$ cat config.mk
export PLATFORM = sky130hd
export DESIGN_NAME = spcp_top
export DESIGN_NICKNAME = d
export VERILOG_FILES = /design/src/logic/spcp_top.v
export VERILOG_INCLUDE_DIRS = /design/src /design/src/shared
export SDC_FILE = /design/constraint.sdc
export NUM_CORES = 2
export LEC_CHECK = 0
export ABC_AREA = 1
export BUFFER_PORTS_ARGS = -buffer_cell sky130_fd_sc_hd__buf_4
export CAP_MARGIN = 20
export CORE_ASPECT_RATIO = 1.4
export CORE_MARGIN = 2
export CORE_UTILIZATION = 28
export DETAILED_ROUTE_END_ITERATION = 12
export PLACE_DENSITY = 0.49
export SYNTH_ARGS = -nofsm -noshare
export SYNTH_HDL_FRONTEND = slang
export SYNTH_SLANG_ARGS = --single-unit
export TNS_END_PERCENT = 100
$ cat constraint.sdc
create_clock -name CLK_I -period 15.5 [get_ports CLK_I]
set_input_delay 1.55 -clock CLK_I [delete_from_list [all_inputs] [get_ports CLK_I]]
set_output_delay 1.55 -clock CLK_I [all_outputs]
set_load 0.02 [all_outputs]
$ cat src/shared/spcp_consts.vh
// Purpose: constants of the servo position command path
// Assumes: 32-bit apb data, byte addresses, 10 MHz clock
// Notes:   reset values are the power-on defaults of the parameters
`ifndef SPCP_CONSTS_VH
`define SPCP_CONSTS_VH
// ==========================================================
// register byte offsets
`define SPCP_OFS_GEAR_NUM    8'h00
`define SPCP_OFS_GEAR_DEN    8'h04
`define SPCP_OFS_PFACTOR     8'h08
`define SPCP_OFS_FILT_CFG    8'h0c
`define SPCP_OFS_EXP_TC      8'h10
`define SPCP_OFS_LIN_TC      8'h14
`define SPCP_OFS_HOLD_SPEED  8'h18
`define SPCP_OFS_LOOP_GAIN   8'h1c
`define SPCP_OFS_CTRL        8'h20
`define SPCP_OFS_DONE_RANGE  8'h24
`define SPCP_OFS_STATUS      8'h28
`define SPCP_OFS_DEVIATION   8'h2c
// ==========================================================
// field positions of the control register
`define SPCP_CTRL_PF_EN      0
`define SPCP_CTRL_ALLOC      1
`define SPCP_CTRL_PIN_LO     4
`define SPCP_CTRL_PIN_HI     6
`define SPCP_CTRL_MODE_LO    8
`define SPCP_CTRL_MODE_HI    11
// ==========================================================
// reset values, hold mode code and write limits
`define SPCP_RST_GEAR_NUM    16'h0004
`define SPCP_RST_GEAR_DEN    16'h0001
`define SPCP_RST_PFACTOR     8'h01
`define SPCP_RST_TC          13'h0000
`define SPCP_RST_HOLD_SPEED  14'h000a
`define SPCP_RST_LOOP_GAIN   16'h0028
`define SPCP_RST_DONE_RANGE  16'h0007
`define SPCP_RST_PIN         3'h0
`define SPCP_RST_MODE        4'h0
`define SPCP_MODE_SPD_LOCK   4'ha
`define SPCP_TC_MAX          13'h1900
`define SPCP_SPEED_MAX       14'h2710
// ==========================================================
// timing: filter step of 0.01 ms at a 100 ns clock
`define SPCP_CLK_NS          100
`define SPCP_TICK_NS         10000
`define SPCP_TICK_CYC        (`SPCP_TICK_NS / `SPCP_CLK_NS)
`endif

$ cat src/logic/spcp_top.v
// Purpose: command pulse path of a servo position loop: pulse factor,
//          position command filter, electronic gear and position hold
// Assumes: all inputs synchronous to CLK_I; one command pulse per cycle
// Notes:   registers on apb, zero wait states, unmapped gives pslverr
`timescale 1ns/1ps
`include "spcp_consts.vh"
module spcp_top #(
   parameter DEF_PIN = 3'h0
) (
   input  wire        CLK_I,
   input  wire        RST_I,
   input  wire        PSEL_I,
   input  wire        PENABLE_I,
   input  wire        PWRITE_I,
   input  wire [7:0]  PADDR_I,
   input  wire [31:0] PWDATA_I,
   output reg  [31:0] PRDATA_O,
   output wire        PREADY_O,
   output reg         PSLVERR_O,
   input  wire        POWER_RESTART_I,
   input  wire        CMD_PULSE_I,
   input  wire        CMD_DIR_I,
   input  wire        FACTOR_SW_I,
   input  wire [7:0]  INPUT_PINS_I,
   input  wire [13:0] MOTOR_SPEED_I,
   input  wire [13:0] SPEED_CMD_I,
   output reg         MOTOR_PULSE_O,
   output reg         MOTOR_DIR_O,
   output reg         POS_HOLD_O,
   output reg  [15:0] LOOP_GAIN_O,
   output reg         POS_DONE_O
);
   // =======================================================
   // register file
   reg  [15:0] gear_num_ff, gear_den_ff;
   reg  [7:0]  pfactor_ff;
   reg         filt_sel_ff;
   reg  [12:0] exp_tc_ff, lin_tc_ff;
   reg  [13:0] hold_speed_ff;
   reg  [15:0] loop_gain_ff;
   reg         pf_en_ff, alloc_ff;
   reg  [2:0]  pin_sel_ff;
   reg  [3:0]  mode_ff;
   reg  [15:0] done_range_ff;
   reg  [15:0] act_num_ff, act_den_ff;
   reg         loaded_ff;
   wire        wr_en, rd_en, hit;
   wire [31:0] dev_w;
   // clamp a written time constant into its settable range
   function [12:0] clamp_tc;
      input [31:0] v;
      begin
         clamp_tc = (v > {19'h0, `SPCP_TC_MAX}) ? `SPCP_TC_MAX : v[12:0];
      end
   endfunction
   assign PREADY_O = 1'b1;
   assign wr_en    = PSEL_I & PENABLE_I & PWRITE_I & hit;
   assign rd_en    = PSEL_I & ~PWRITE_I;
   assign hit      = (PADDR_I[1:0] == 2'h0) &&
                     (PADDR_I <= `SPCP_OFS_CTRL ||
                      PADDR_I == `SPCP_OFS_DONE_RANGE);
   always @(posedge CLK_I or posedge RST_I) begin
      if (RST_I) begin
         gear_num_ff   <= `SPCP_RST_GEAR_NUM;
         gear_den_ff   <= `SPCP_RST_GEAR_DEN;
         pfactor_ff    <= `SPCP_RST_PFACTOR;
         filt_sel_ff   <= 1'b0;
         exp_tc_ff     <= `SPCP_RST_TC;
         lin_tc_ff     <= `SPCP_RST_TC;
         hold_speed_ff <= `SPCP_RST_HOLD_SPEED;
         loop_gain_ff  <= `SPCP_RST_LOOP_GAIN;
         pf_en_ff      <= 1'b0;
         alloc_ff      <= 1'b0;
         pin_sel_ff    <= `SPCP_RST_PIN;
         mode_ff       <= `SPCP_RST_MODE;
         done_range_ff <= `SPCP_RST_DONE_RANGE;
      end else if (wr_en) begin
         case (PADDR_I)
            `SPCP_OFS_GEAR_NUM: gear_num_ff <= PWDATA_I[15:0];
            `SPCP_OFS_GEAR_DEN: gear_den_ff <= PWDATA_I[15:0];
            `SPCP_OFS_PFACTOR:  pfactor_ff  <= PWDATA_I[7:0];
            `SPCP_OFS_FILT_CFG: filt_sel_ff <= PWDATA_I[0];
            `SPCP_OFS_EXP_TC:   exp_tc_ff   <= clamp_tc(PWDATA_I);
            `SPCP_OFS_LIN_TC:   lin_tc_ff   <= clamp_tc(PWDATA_I);
            `SPCP_OFS_HOLD_SPEED: begin
               if (PWDATA_I > {18'h0, `SPCP_SPEED_MAX})
                  hold_speed_ff <= `SPCP_SPEED_MAX;
               else
                  hold_speed_ff <= PWDATA_I[13:0];
            end
            `SPCP_OFS_LOOP_GAIN: loop_gain_ff <= PWDATA_I[15:0];
            `SPCP_OFS_CTRL: begin
               pf_en_ff   <= PWDATA_I[`SPCP_CTRL_PF_EN];
               alloc_ff   <= PWDATA_I[`SPCP_CTRL_ALLOC];
               pin_sel_ff <= PWDATA_I[`SPCP_CTRL_PIN_HI:`SPCP_CTRL_PIN_LO];
               mode_ff    <= PWDATA_I[`SPCP_CTRL_MODE_HI:`SPCP_CTRL_MODE_LO];
            end
            `SPCP_OFS_DONE_RANGE: done_range_ff <= PWDATA_I[15:0];
            default: done_range_ff <= done_range_ff;
         endcase
      end
   end
   // the running ratio is copied only once after reset and at a power
   // restart, so later writes sit staged until the next restart
   always @(posedge CLK_I or posedge RST_I) begin
      if (RST_I) begin
         act_num_ff <= `SPCP_RST_GEAR_NUM;
         act_den_ff <= `SPCP_RST_GEAR_DEN;
         loaded_ff  <= 1'b0;
      end else begin
         loaded_ff <= 1'b1;
         if (!loaded_ff || POWER_RESTART_I) begin
            act_num_ff <= gear_num_ff;
            act_den_ff <= (gear_den_ff == 16'h0) ? 16'h1 : gear_den_ff;
         end
      end
   end

   always @(posedge CLK_I or posedge RST_I) begin
      if (RST_I) begin
         PRDATA_O  <= 32'h0;
         PSLVERR_O <= 1'b0;
      end else if (PSEL_I & ~PENABLE_I) begin
         PSLVERR_O <= ~hit & ~(rd_en & (PADDR_I == `SPCP_OFS_STATUS ||
                                        PADDR_I == `SPCP_OFS_DEVIATION));
         case (PADDR_I)
            `SPCP_OFS_GEAR_NUM:   PRDATA_O <= {16'h0, gear_num_ff};
            `SPCP_OFS_GEAR_DEN:   PRDATA_O <= {16'h0, gear_den_ff};
            `SPCP_OFS_PFACTOR:    PRDATA_O <= {24'h0, pfactor_ff};
            `SPCP_OFS_FILT_CFG:   PRDATA_O <= {31'h0, filt_sel_ff};
            `SPCP_OFS_EXP_TC:     PRDATA_O <= {19'h0, exp_tc_ff};
            `SPCP_OFS_LIN_TC:     PRDATA_O <= {19'h0, lin_tc_ff};
            `SPCP_OFS_HOLD_SPEED: PRDATA_O <= {18'h0, hold_speed_ff};
            `SPCP_OFS_LOOP_GAIN:  PRDATA_O <= {16'h0, loop_gain_ff};
            `SPCP_OFS_CTRL:       PRDATA_O <= {20'h0, mode_ff, 1'b0,
                                     pin_sel_ff, 2'h0, alloc_ff, pf_en_ff};
            `SPCP_OFS_DONE_RANGE: PRDATA_O <= {16'h0, done_range_ff};
            `SPCP_OFS_STATUS:     PRDATA_O <= {29'h0,
                                     (act_num_ff != gear_num_ff) ||
                                     (act_den_ff != gear_den_ff),
                                     POS_DONE_O, POS_HOLD_O};
            `SPCP_OFS_DEVIATION:  PRDATA_O <= dev_w;
            default:              PRDATA_O <= 32'h0;
         endcase
      end
   end

   // =======================================================
   // position command filter, in command units
   reg  [6:0]         tick_cnt_ff, nxt_tick_cnt;
   reg  signed [7:0]  rate_cnt_ff, rate_ff, step_ff;
   reg  signed [7:0]  nxt_rate_cnt, nxt_rate, nxt_step;
   reg  signed [31:0] pend_ff, resid_ff, vel_ff;
   reg  signed [31:0] nxt_pend, nxt_resid, nxt_vel;
   reg                f_pulse, f_dir;
   reg  signed [31:0] tgt, dv;
   wire [12:0]        tc;
   wire signed [31:0] tc_s;
   wire               tick;
   assign tc   = filt_sel_ff ? lin_tc_ff : exp_tc_ff;
   assign tc_s = $signed({19'h0, tc});
   assign tick = (tick_cnt_ff == `SPCP_TICK_CYC - 1);
   assign dev_w = pend_ff;
   always @* begin
      nxt_tick_cnt = tick ? 7'h0 : tick_cnt_ff + 7'h1;
      nxt_rate_cnt = rate_cnt_ff;
      nxt_rate     = rate_ff;
      nxt_step     = step_ff;
      nxt_pend     = pend_ff;
      nxt_resid    = resid_ff;
      nxt_vel      = vel_ff;
      f_pulse      = 1'b0;
      f_dir        = 1'b0;
      tgt          = 32'sh0;
      dv           = 32'sh0;
      if (CMD_PULSE_I) begin
         nxt_pend     = CMD_DIR_I ? pend_ff - 1 : pend_ff + 1;
         nxt_rate_cnt = CMD_DIR_I ? rate_cnt_ff - 8'sh1
                                  : rate_cnt_ff + 8'sh1;
      end
      if (tc == 13'h0) begin
         // unfiltered: the pulse goes straight through
         f_pulse   = CMD_PULSE_I;
         f_dir     = CMD_DIR_I;
         nxt_pend  = pend_ff;
         nxt_resid = 32'sh0;
         nxt_vel   = 32'sh0;
         nxt_rate_cnt = 8'sh0;
      end else begin
         if (tick) begin
            nxt_rate     = nxt_rate_cnt;
            nxt_rate_cnt = 8'sh0;
            if (!filt_sel_ff) begin
               // first order: rate out is pending count over tc
               nxt_resid = resid_ff + pend_ff;
            end else begin
               // linear: velocity walks to the new rate in tc ticks
               tgt = nxt_rate * tc_s;
               if (nxt_rate != 8'sh0)
                  nxt_step = (nxt_rate < 0) ? -nxt_rate : nxt_rate;
               dv = tgt - vel_ff;
               if (dv > step_ff)
                  nxt_vel = vel_ff + step_ff;
               else if (dv < -step_ff)
                  nxt_vel = vel_ff - step_ff;
               else
                  nxt_vel = tgt;
               nxt_resid = resid_ff + nxt_vel;
               // flush rounding leftovers once the ramp is idle
               if (nxt_vel == 32'sh0 && resid_ff < tc_s &&
                   resid_ff > -tc_s)
                  nxt_resid = (pend_ff > 0) ? tc_s :
                              (pend_ff < 0) ? -tc_s : 32'sh0;
            end
         end else if (resid_ff >= tc_s && pend_ff > 0) begin
            f_pulse   = 1'b1;
            nxt_resid = resid_ff - tc_s;
            nxt_pend  = nxt_pend - 1;
         end else if (resid_ff <= -tc_s && pend_ff < 0) begin
            f_pulse   = 1'b1;
            f_dir     = 1'b1;
            nxt_resid = resid_ff + tc_s;
            nxt_pend  = nxt_pend + 1;
         end
      end
   end

   always @(posedge CLK_I or posedge RST_I) begin
      if (RST_I) begin
         tick_cnt_ff <= 7'h0;
         rate_cnt_ff <= 8'sh0;
         rate_ff     <= 8'sh0;
         step_ff     <= 8'sh1;
         pend_ff     <= 32'sh0;
         resid_ff    <= 32'sh0;
         vel_ff      <= 32'sh0;
      end else begin
         tick_cnt_ff <= nxt_tick_cnt;
         rate_cnt_ff <= nxt_rate_cnt;
         rate_ff     <= nxt_rate;
         step_ff     <= nxt_step;
         pend_ff     <= nxt_pend;
         resid_ff    <= nxt_resid;
         vel_ff      <= nxt_vel;
      end
   end

   // =======================================================
   // electronic gear; one motor count is a quadrature edge, so
   // ratio one needs four times the encoder lines per turn
   reg  signed [31:0] acc_ff, nxt_acc;
   reg                nxt_mpulse, nxt_mdir;
   wire [23:0]        inc;
   wire signed [31:0] den_s;
   assign inc = act_num_ff * ((pf_en_ff & FACTOR_SW_I) ?
                              pfactor_ff : 8'h1);
   assign den_s = $signed({16'h0, act_den_ff});
   always @* begin
      nxt_acc    = acc_ff;
      nxt_mpulse = 1'b0;
      nxt_mdir   = MOTOR_DIR_O;
      if (f_pulse)
         nxt_acc = f_dir ? acc_ff - $signed({8'h0, inc})
                         : acc_ff + $signed({8'h0, inc});
      // the remainder stays in the accumulator for later pulses
      if (nxt_acc >= den_s) begin
         nxt_acc    = nxt_acc - den_s;
         nxt_mpulse = 1'b1;
         nxt_mdir   = 1'b0;
      end else if (nxt_acc <= -den_s) begin
         nxt_acc    = nxt_acc + den_s;
         nxt_mpulse = 1'b1;
         nxt_mdir   = 1'b1;
      end
   end

   // =======================================================
   // position hold
   wire        hold_in, hold_now;
   wire [2:0]  pin_idx;
   wire [31:0] dev_abs;
   // the default pin stays in force until user allocation is chosen
   assign pin_idx  = alloc_ff ? pin_sel_ff : DEF_PIN;
   assign hold_in  = INPUT_PINS_I[pin_idx];
   assign hold_now = (mode_ff == `SPCP_MODE_SPD_LOCK) && hold_in &&
                     (MOTOR_SPEED_I <= hold_speed_ff) &&
                     (SPEED_CMD_I < hold_speed_ff);
   assign dev_abs  = pend_ff[31] ? -pend_ff : pend_ff;
   always @(posedge CLK_I or posedge RST_I) begin
      if (RST_I) begin
         acc_ff        <= 32'sh0;
         MOTOR_PULSE_O <= 1'b0;
         MOTOR_DIR_O   <= 1'b0;
         POS_HOLD_O    <= 1'b0;
         LOOP_GAIN_O   <= 16'h0;
         POS_DONE_O    <= 1'b1;
      end else begin
         acc_ff        <= nxt_acc;
         MOTOR_PULSE_O <= nxt_mpulse;
         MOTOR_DIR_O   <= nxt_mdir;
         POS_HOLD_O    <= hold_now;
         LOOP_GAIN_O   <= hold_now ? loop_gain_ff : 16'h0;
         POS_DONE_O    <= (dev_abs <= {16'h0, done_range_ff});
      end
   end
endmodule

Word level (Yosys, flattened, before mapping):

Index checks and enable logic that the tools add are counted.

* input bits: 85
* register bits: 359
* word-level logic and storage cells: 189

* multiplexer cells: 53
* bitwise logic cells: 13
* $lt $le $gt $ge: 18
* reduce and logical (&&, ||, !) cells: 35
* equality and inequality tests: 15
* multiply operators: 2
* add/subtract/negate cells: 23

Operator list (number)
* $mux W32: 26
* $pmux W32 S12: 1
* $add A32 B2 Y32 const B: 2
* $add A32 B32 Y32: 2
* $le A32 B32 Y1: 2
* $sub A32 B2 Y32 const B: 2
* $mux W8: 6
* $add A32 B14 Y32: 1
* $add A32 B17 Y32: 1
* $add A32 B25 Y32: 1
* $add A32 B8 Y32: 1
* $eq A8 B5 Y1 const B: 4
* $eq A8 B6 Y1 const B: 4
* $ge A32 B14 Y1: 1
* $ge A32 B17 Y1: 1
* $gt A32 B1 Y1 const B: 1
* $gt A32 B13 Y1 const B: 1
* $gt A32 B14 Y1 const B: 1
* $gt A32 B32 Y1: 1
* $gt A32 B8 Y1: 1
* $le A32 B16 Y1: 1
* $logic_not A32 Y1: 1
* $lt A32 B1 Y1 const B: 1
* $lt A32 B14 Y1: 1
* other kinds (47): 95

Logic depth before layout (Yosys ltp):

* word-level depth: 18
* gate-level depth with buffers: 85

Worst setup path after synthesis:

OpenSTA, ideal clock, no wires.

* path kind: input to register
* start: input port CMD_PULSE_I
* end: register resid_ff[24]
* path buffers: 7
* stages on the path: 72
* library setup time: 0.117 ns
* data required time: 15.383 ns
* setup slack: 1.956 ns
* arrival time: 13.428 ns
* cell sequence: buf_2 > buf_1 > clkbuf_1 > clkbuf_1 > clkbuf_1 > o21ai_1 > inv_1 > clkbuf_1 > nor2_1 > fa_1 > inv_1 > fa_1 > inv_1 > fa_1 > inv_1 > fa_1 > inv_1 > ha_1 > [... 36 more ...] > nand3_1 > nand2_1 > a21oi_1 > o21ai_0 > a21boi_0 > o21ai_0 > a21oi_1 > o21ai_0 > a21boi_0 > o21ai_0 > a21oi_1 > o21ai_0 > xnor2_1 > nand2_1 > nand3_1 > nand3_1 > nand2_1 > nand2_1

* cells in the longest elaborated chain, start to end: 16
* elaborated cells between the ends (all ways): 18
* classes of those cells: 2 x add/sub; 1 x mul; 2 x order compare; 10 x mux; 3 x reduce/logical

Ends and longest elaborated chain
* from (decl): line spcp_top.v:21 `input wire CMD_PULSE_I,`
* $mux W8 (*): line spcp_top.v:176 `if (CMD_PULSE_I) begin`
* $mul A8 B14 Y22 (*): line spcp_top.v:198 `tgt = nxt_rate * tc_s;`
* $sub A22 B32 Y32: line spcp_top.v:201 `dv = tgt - vel_ff;`
* $lt A32 B32 Y1: line spcp_top.v:204 `else if (dv < -step_ff)`
* $mux W32: line spcp_top.v:204
* $mux W32 (*): line spcp_top.v:202 `if (dv > step_ff)`
* $mux W32 (*): line spcp_top.v:193 `if (!filt_sel_ff) begin`
* $mux W32 (*): line spcp_top.v:190 `if (tick) begin`
* $mux W32 (*): line spcp_top.v:181 `if (tc == 13'h0) begin`
* parallel branches: the longest is 3 deep, another holds $add A32 B32 Y32
* $mux W32 (*): line spcp_top.v:210 `if (nxt_vel == 32'sh0 && resid_ff < tc_s &&`
* $mux W32 (*): line spcp_top.v:193
* $mux W32 (*): line spcp_top.v:190
* $mux W32 (*): line spcp_top.v:181
* to (signal assigned): line spcp_top.v:243 `resid_ff <= nxt_resid;`
* to (decl): line spcp_top.v:153 `reg signed [31:0] pend_ff, resid_ff, vel_ff;`

Every way passes the cells marked *. The select of a mux whose other input is x is not followed.
A chain may end at the register's enable or synchronous reset.

Final worst setup path:

* start: input port CMD_DIR_I
* end: register resid_ff[26]

* cells in the longest elaborated chain, start to end: 17
* elaborated cells between the ends (all ways): 19
* classes of those cells: 2 x add/sub; 1 x mul; 2 x order compare; 11 x mux; 3 x reduce/logical

Ends and longest elaborated chain
* from (decl): line spcp_top.v:22 `input wire CMD_DIR_I,`
* $mux W8 (*): line spcp_top.v:178 `nxt_rate_cnt = CMD_DIR_I ? rate_cnt_ff - 8'sh1`
* $mux W8 (*): line spcp_top.v:176
* $mul A8 B14 Y22 (*): line spcp_top.v:198
* $sub A22 B32 Y32: line spcp_top.v:201
* $lt A32 B32 Y1: line spcp_top.v:204
* $mux W32: line spcp_top.v:204
* $mux W32 (*): line spcp_top.v:202
* $mux W32 (*): line spcp_top.v:193
* $mux W32 (*): line spcp_top.v:190
* $mux W32 (*): line spcp_top.v:181
* parallel branches: the longest is 3 deep, another holds $add A32 B32 Y32
* $mux W32 (*): line spcp_top.v:210
* $mux W32 (*): line spcp_top.v:193
* $mux W32 (*): line spcp_top.v:190
* $mux W32 (*): line spcp_top.v:181

Marks and branches as above.

==> flow_summary.yaml <==
status:
  status: "completed"
route:
  routed-wl-met3_microns: 6890
  drtAntennaViolNets: 0
  met2_wirelength_microns: 93200
  m1WireLength_microns: 71400
  wl_microns: 180000
  viasPerCell: 5.00
  firstDrtPassIters: 5
  wl_per_cell_microns: 19.4
  dr.max_layer_used: "met5"
  drtIter0Drc: 2847
  via_count: 46513
  drcViolationCount: 0
pwr:
  ir_drop_mv: 0.171
  power_density_nw_per_um2: 215
  p_leak_nw: 26.5
global_routing:
  grt_max_degree: 127
  globalRouteTotalUtil_pct: 20.7
  grt_first_pass_wirelength_microns: 277000
  grt_pass1_vias: 46937
  antenna_found_initial: 13
  overflow: 0
timing:
  drv_slew: 0
  rsz0062_at_grt: "false"
  fin_crit_sh_pct: 90.5
  slew_headroom_pct: 30.1
  hold_ws_ns: 0.458
  max_freq_mhz: 71.3
  worstMarginPinSlew_ns: 1.05
  final.min_clock_period_ns: 14.02
  tns_ns: 0
  finalSetupViolations: 0
  finalHoldViolCount: 0
  fin_ws_ns: 1.48
  finClkSkew_ns: 0.0686
place:
  dp_hpwl_microns: 147000
  placed_area_sq_um: 50900
  port-buffer-count: 137
  globalplace.congestion: 0.951
  place_inst: 9216
  place_ws_ns: 0.196
setup_path:
  rr_endpoint: "resid_ff[26]"
  rr_startpoint: "rate_cnt_ff[1]"
  rrSetupSlack_ns: 2.18
  path_class: "in2reg"
  critPathLaunch: "CMD_DIR_I"
  r2r.worst_path.cells: 81
  crit_path_max_incr_delay_ns: 0.55
  cp.required_ns: 16.03
  critPathBufInv: 8
  endpoint_kind: "flop"
  crit_arrival_ns: 14.55
  critPathLaunchType: "primary input"
  cpMostUsedCell: "nand2_1"
  crit_family: "simple AND/OR/NAND/NOR gates"
  cp_slowest_cell: "fa_1"
  cp_max_fo: 35
cells_and_area:
  fin_nets: 7833
  final-instance-count-excl-fill: 9305
  drive_gt1_share_pct: 6.31
  area_growth_pct: 10.9
  fillers: 18581
  final_area_sq_um: 52500
clocking:
  cts_tree: "built"
  insertion_delay_ns: 0.70
  clk_pin_slew_ns: 0.06
  cts_made_buffers: 46
  cts_setup_buffers: 0
  cts_resized: 0
  cts_root_buf: "clkbuf_16"
  postCtsHoldBufs: 0
  clock_path_buffers: 3
  cts_sinks: 359
  h-tree-depth: 2
floorplanning:
  die_x_microns: 352
  core_area_sq_um: 168000
  die_y_microns: 491
  ios: 139
  die_area_sq_um: 173000
  initial_core_util_pct: 28.2
  num_rows: 178
hold_path:
  min_path_cells: 1
  hold_path_end: "tick_cnt_ff[0]"
  hold_path_class: "reg2reg"
  min-delay-start: "tick_cnt_ff[0]"
logic_synthesis:
  synth_area_per_cell_sq_um: 6.80
  ys.flop_type: "dfrtp_1"
  syn_area_sq_um: 47400
  synth_cells: 6966
  synth_cell_type_count: 74
  async_flop_share_pct: 100
  synth_seq_cells: 359
  synth-warning-count: 0
  synth_edf_count: 0
  synth.yosys.seq_area_share_pct: 19.0
job:
  cap_violations: 0
worst register-to-register path, delay by kind of cell, from the launching register on:
family                   cells  cell delay (ns)
buffers and inverters        7             0.80
adder cells (fa/ha/maj)      9             3.63
AND/OR/NAND/NOR             41             3.71
flip-flops                   1             0.41
XOR/XNOR                     6             1.10
AO/OA/AOI/OAI               18             3.52
report_power, final:
part	switching [mW]	internal (mW)	leakage, nW
clock	0.531	0.645	0.766
sequential	0.335	1.09	4.47
combinational	5.73	2.94	21.3
state kept, by name (all words and copies together) (netlist names), 3 cells and up:
signal / flops
dev_w: 32
rate_cnt_ff: 8
act_den_ff: 16
resid_ff: 32
pin_sel_ff: 3
gear_den_ff: 16
act_num_ff: 16
loop_gain_ff: 16
LOOP_GAIN_O: 16
tick_cnt_ff: 7
pfactor_ff: 8
exp_tc_ff: 13
step_ff: 8
acc_ff: 32
lin_tc_ff: 13
vel_ff: 32
done_range_ff: 16
gear_num_ff: 16
hold_speed_ff: 14
mode_ff: 4
PRDATA_O: 32
final cells by class:
cell class,count,area (sq um),share of cell area (%)
diodes,3,7.51,0.0143
clock buffers,56,1270,2.42
inverters,1015,3820,7.27
flip-flops and latches,359,9000,17.1
clock inverters,29,338,0.643
well taps,2250,2820,5.36
multi-input cells,5388,33700,64.2
repair buffers,205,1560,2.96
worst max-delay path by stage:
stage	depth (start not counted)	to
CTS	77	resid_ff[26]
detailed placement	77	resid_ff[26]
floorplan	72	resid_ff[24]
global placement	77	resid_ff[26]
finish	82	resid_ff[26]
global route	76	resid_ff[26]
stage by stage:
step	utilization, %	total power, mW
after floorplan	-	7.61
after global placement	30.3	10.0
after detailed placement	30.3	10.1
after CTS	31.2	11.3
after global routing	31.2	12.5
final	31.2	11.3
routing by layer:
metal,vias to the layer above,global-route usage [%]
met2,1069,38.5
li1,23021,-
met4,12,9.11
met1,22065,23.5
met3,346,2.15
met5,-,0
placed cells by master (no fill, tap or decap), types with 9 or more instances in the layout:
cell type / Yosys / final
clkinv_2: 1 / 10
nor3_1: 88 / 88
nand2_1: 1600 / 1598
o221ai_1: 16 / 16
xnor2_1: 93 / 93
o211ai_1: 33 / 33
inv_2: 16 / 18
nand3_1: 323 / 322
o21bai_1: 20 / 20
buf_4: 6 / 203
a211oi_1: 15 / 15
dfrtp_1: 345 / 344
nand2_2: 21 / 23
a21o_1: 20 / 20
xor2_1: 259 / 259
o22ai_1: 77 / 77
a31oi_1: 32 / 32
clkbuf_16: 0 / 46
a21boi_0: 22 / 19
nor4_1: 48 / 47
nor2_2: 9 / 9
o21a_1: 22 / 22
o21ai_2: 19 / 20
fa_1: 163 / 163
a21oi_1: 504 / 503
inv_1: 985 / 982
nand4_1: 76 / 76
o21ai_0: 484 / 483
o21ai_1: 48 / 47
ha_1: 570 / 570
or2_2: 27 / 27
nor2_1: 634 / 633
nand3b_1: 23 / 23
o2111ai_1: 13 / 13
clkinv_1: 12 / 12
o31ai_1: 16 / 16
a221oi_1: 33 / 33
dfstp_2: 14 / 14
cells in the mapped netlist, types with 8 or more instances:
master,number,area [sq um]
xnor2_1,93,815
nand2_2,21,131
a31oi_1,32,200
o31ai_1,16,120
a21boi_0,22,165
buf_2,20,100
buf_6,9,101
xor2_1,259,2270
o21ai_1,48,240
nand3_1,323,1620
o22ai_1,77,482
fa_1,163,3260
o21ai_2,19,166
clkbuf_1,157,589
o21bai_1,20,150
nand2_1,1600,6010
a21o_1,20,150
nor4_1,48,300
dfrtp_1,345,8630
o221ai_1,16,140
o21ai_0,484,2420
dfstp_2,14,368
clkinv_1,12,45.0
o21a_1,22,165
a21oi_1,504,2520
nor2_1,634,2380
buf_1,12,45.0
a211oi_1,15,113
ha_1,570,7130
o211ai_1,33,248
nor2_2,9,56.3
a221oi_1,33,289
nand4_1,76,475
inv_2,16,60.1
nor3_1,88,440
inv_1,985,3700
o2111ai_1,13,114
or2_2,27,169
nand3b_1,23,173
nand2_4,8,90.1
cell families (layout without fill, tap and decap cells):
logic type | after synthesis | in the layout | share of synthesized area, %
buffers and inverters | 1220 | 1305 | 9.95
muxes | 3 | 3 | 0.0660
xor gates and xnor gates | 352 | 352 | 6.51
AOI/OAI and AO/OA | 1402 | 1402 | 16.8
other | 1 | 5 | 0.00791
adders and majority gates | 733 | 733 | 21.9
DFF | 359 | 359 | 19.0
and+or+nand+nor | 2896 | 2896 | 25.7
No activity file was read; power rests on OpenSTA's default activity.
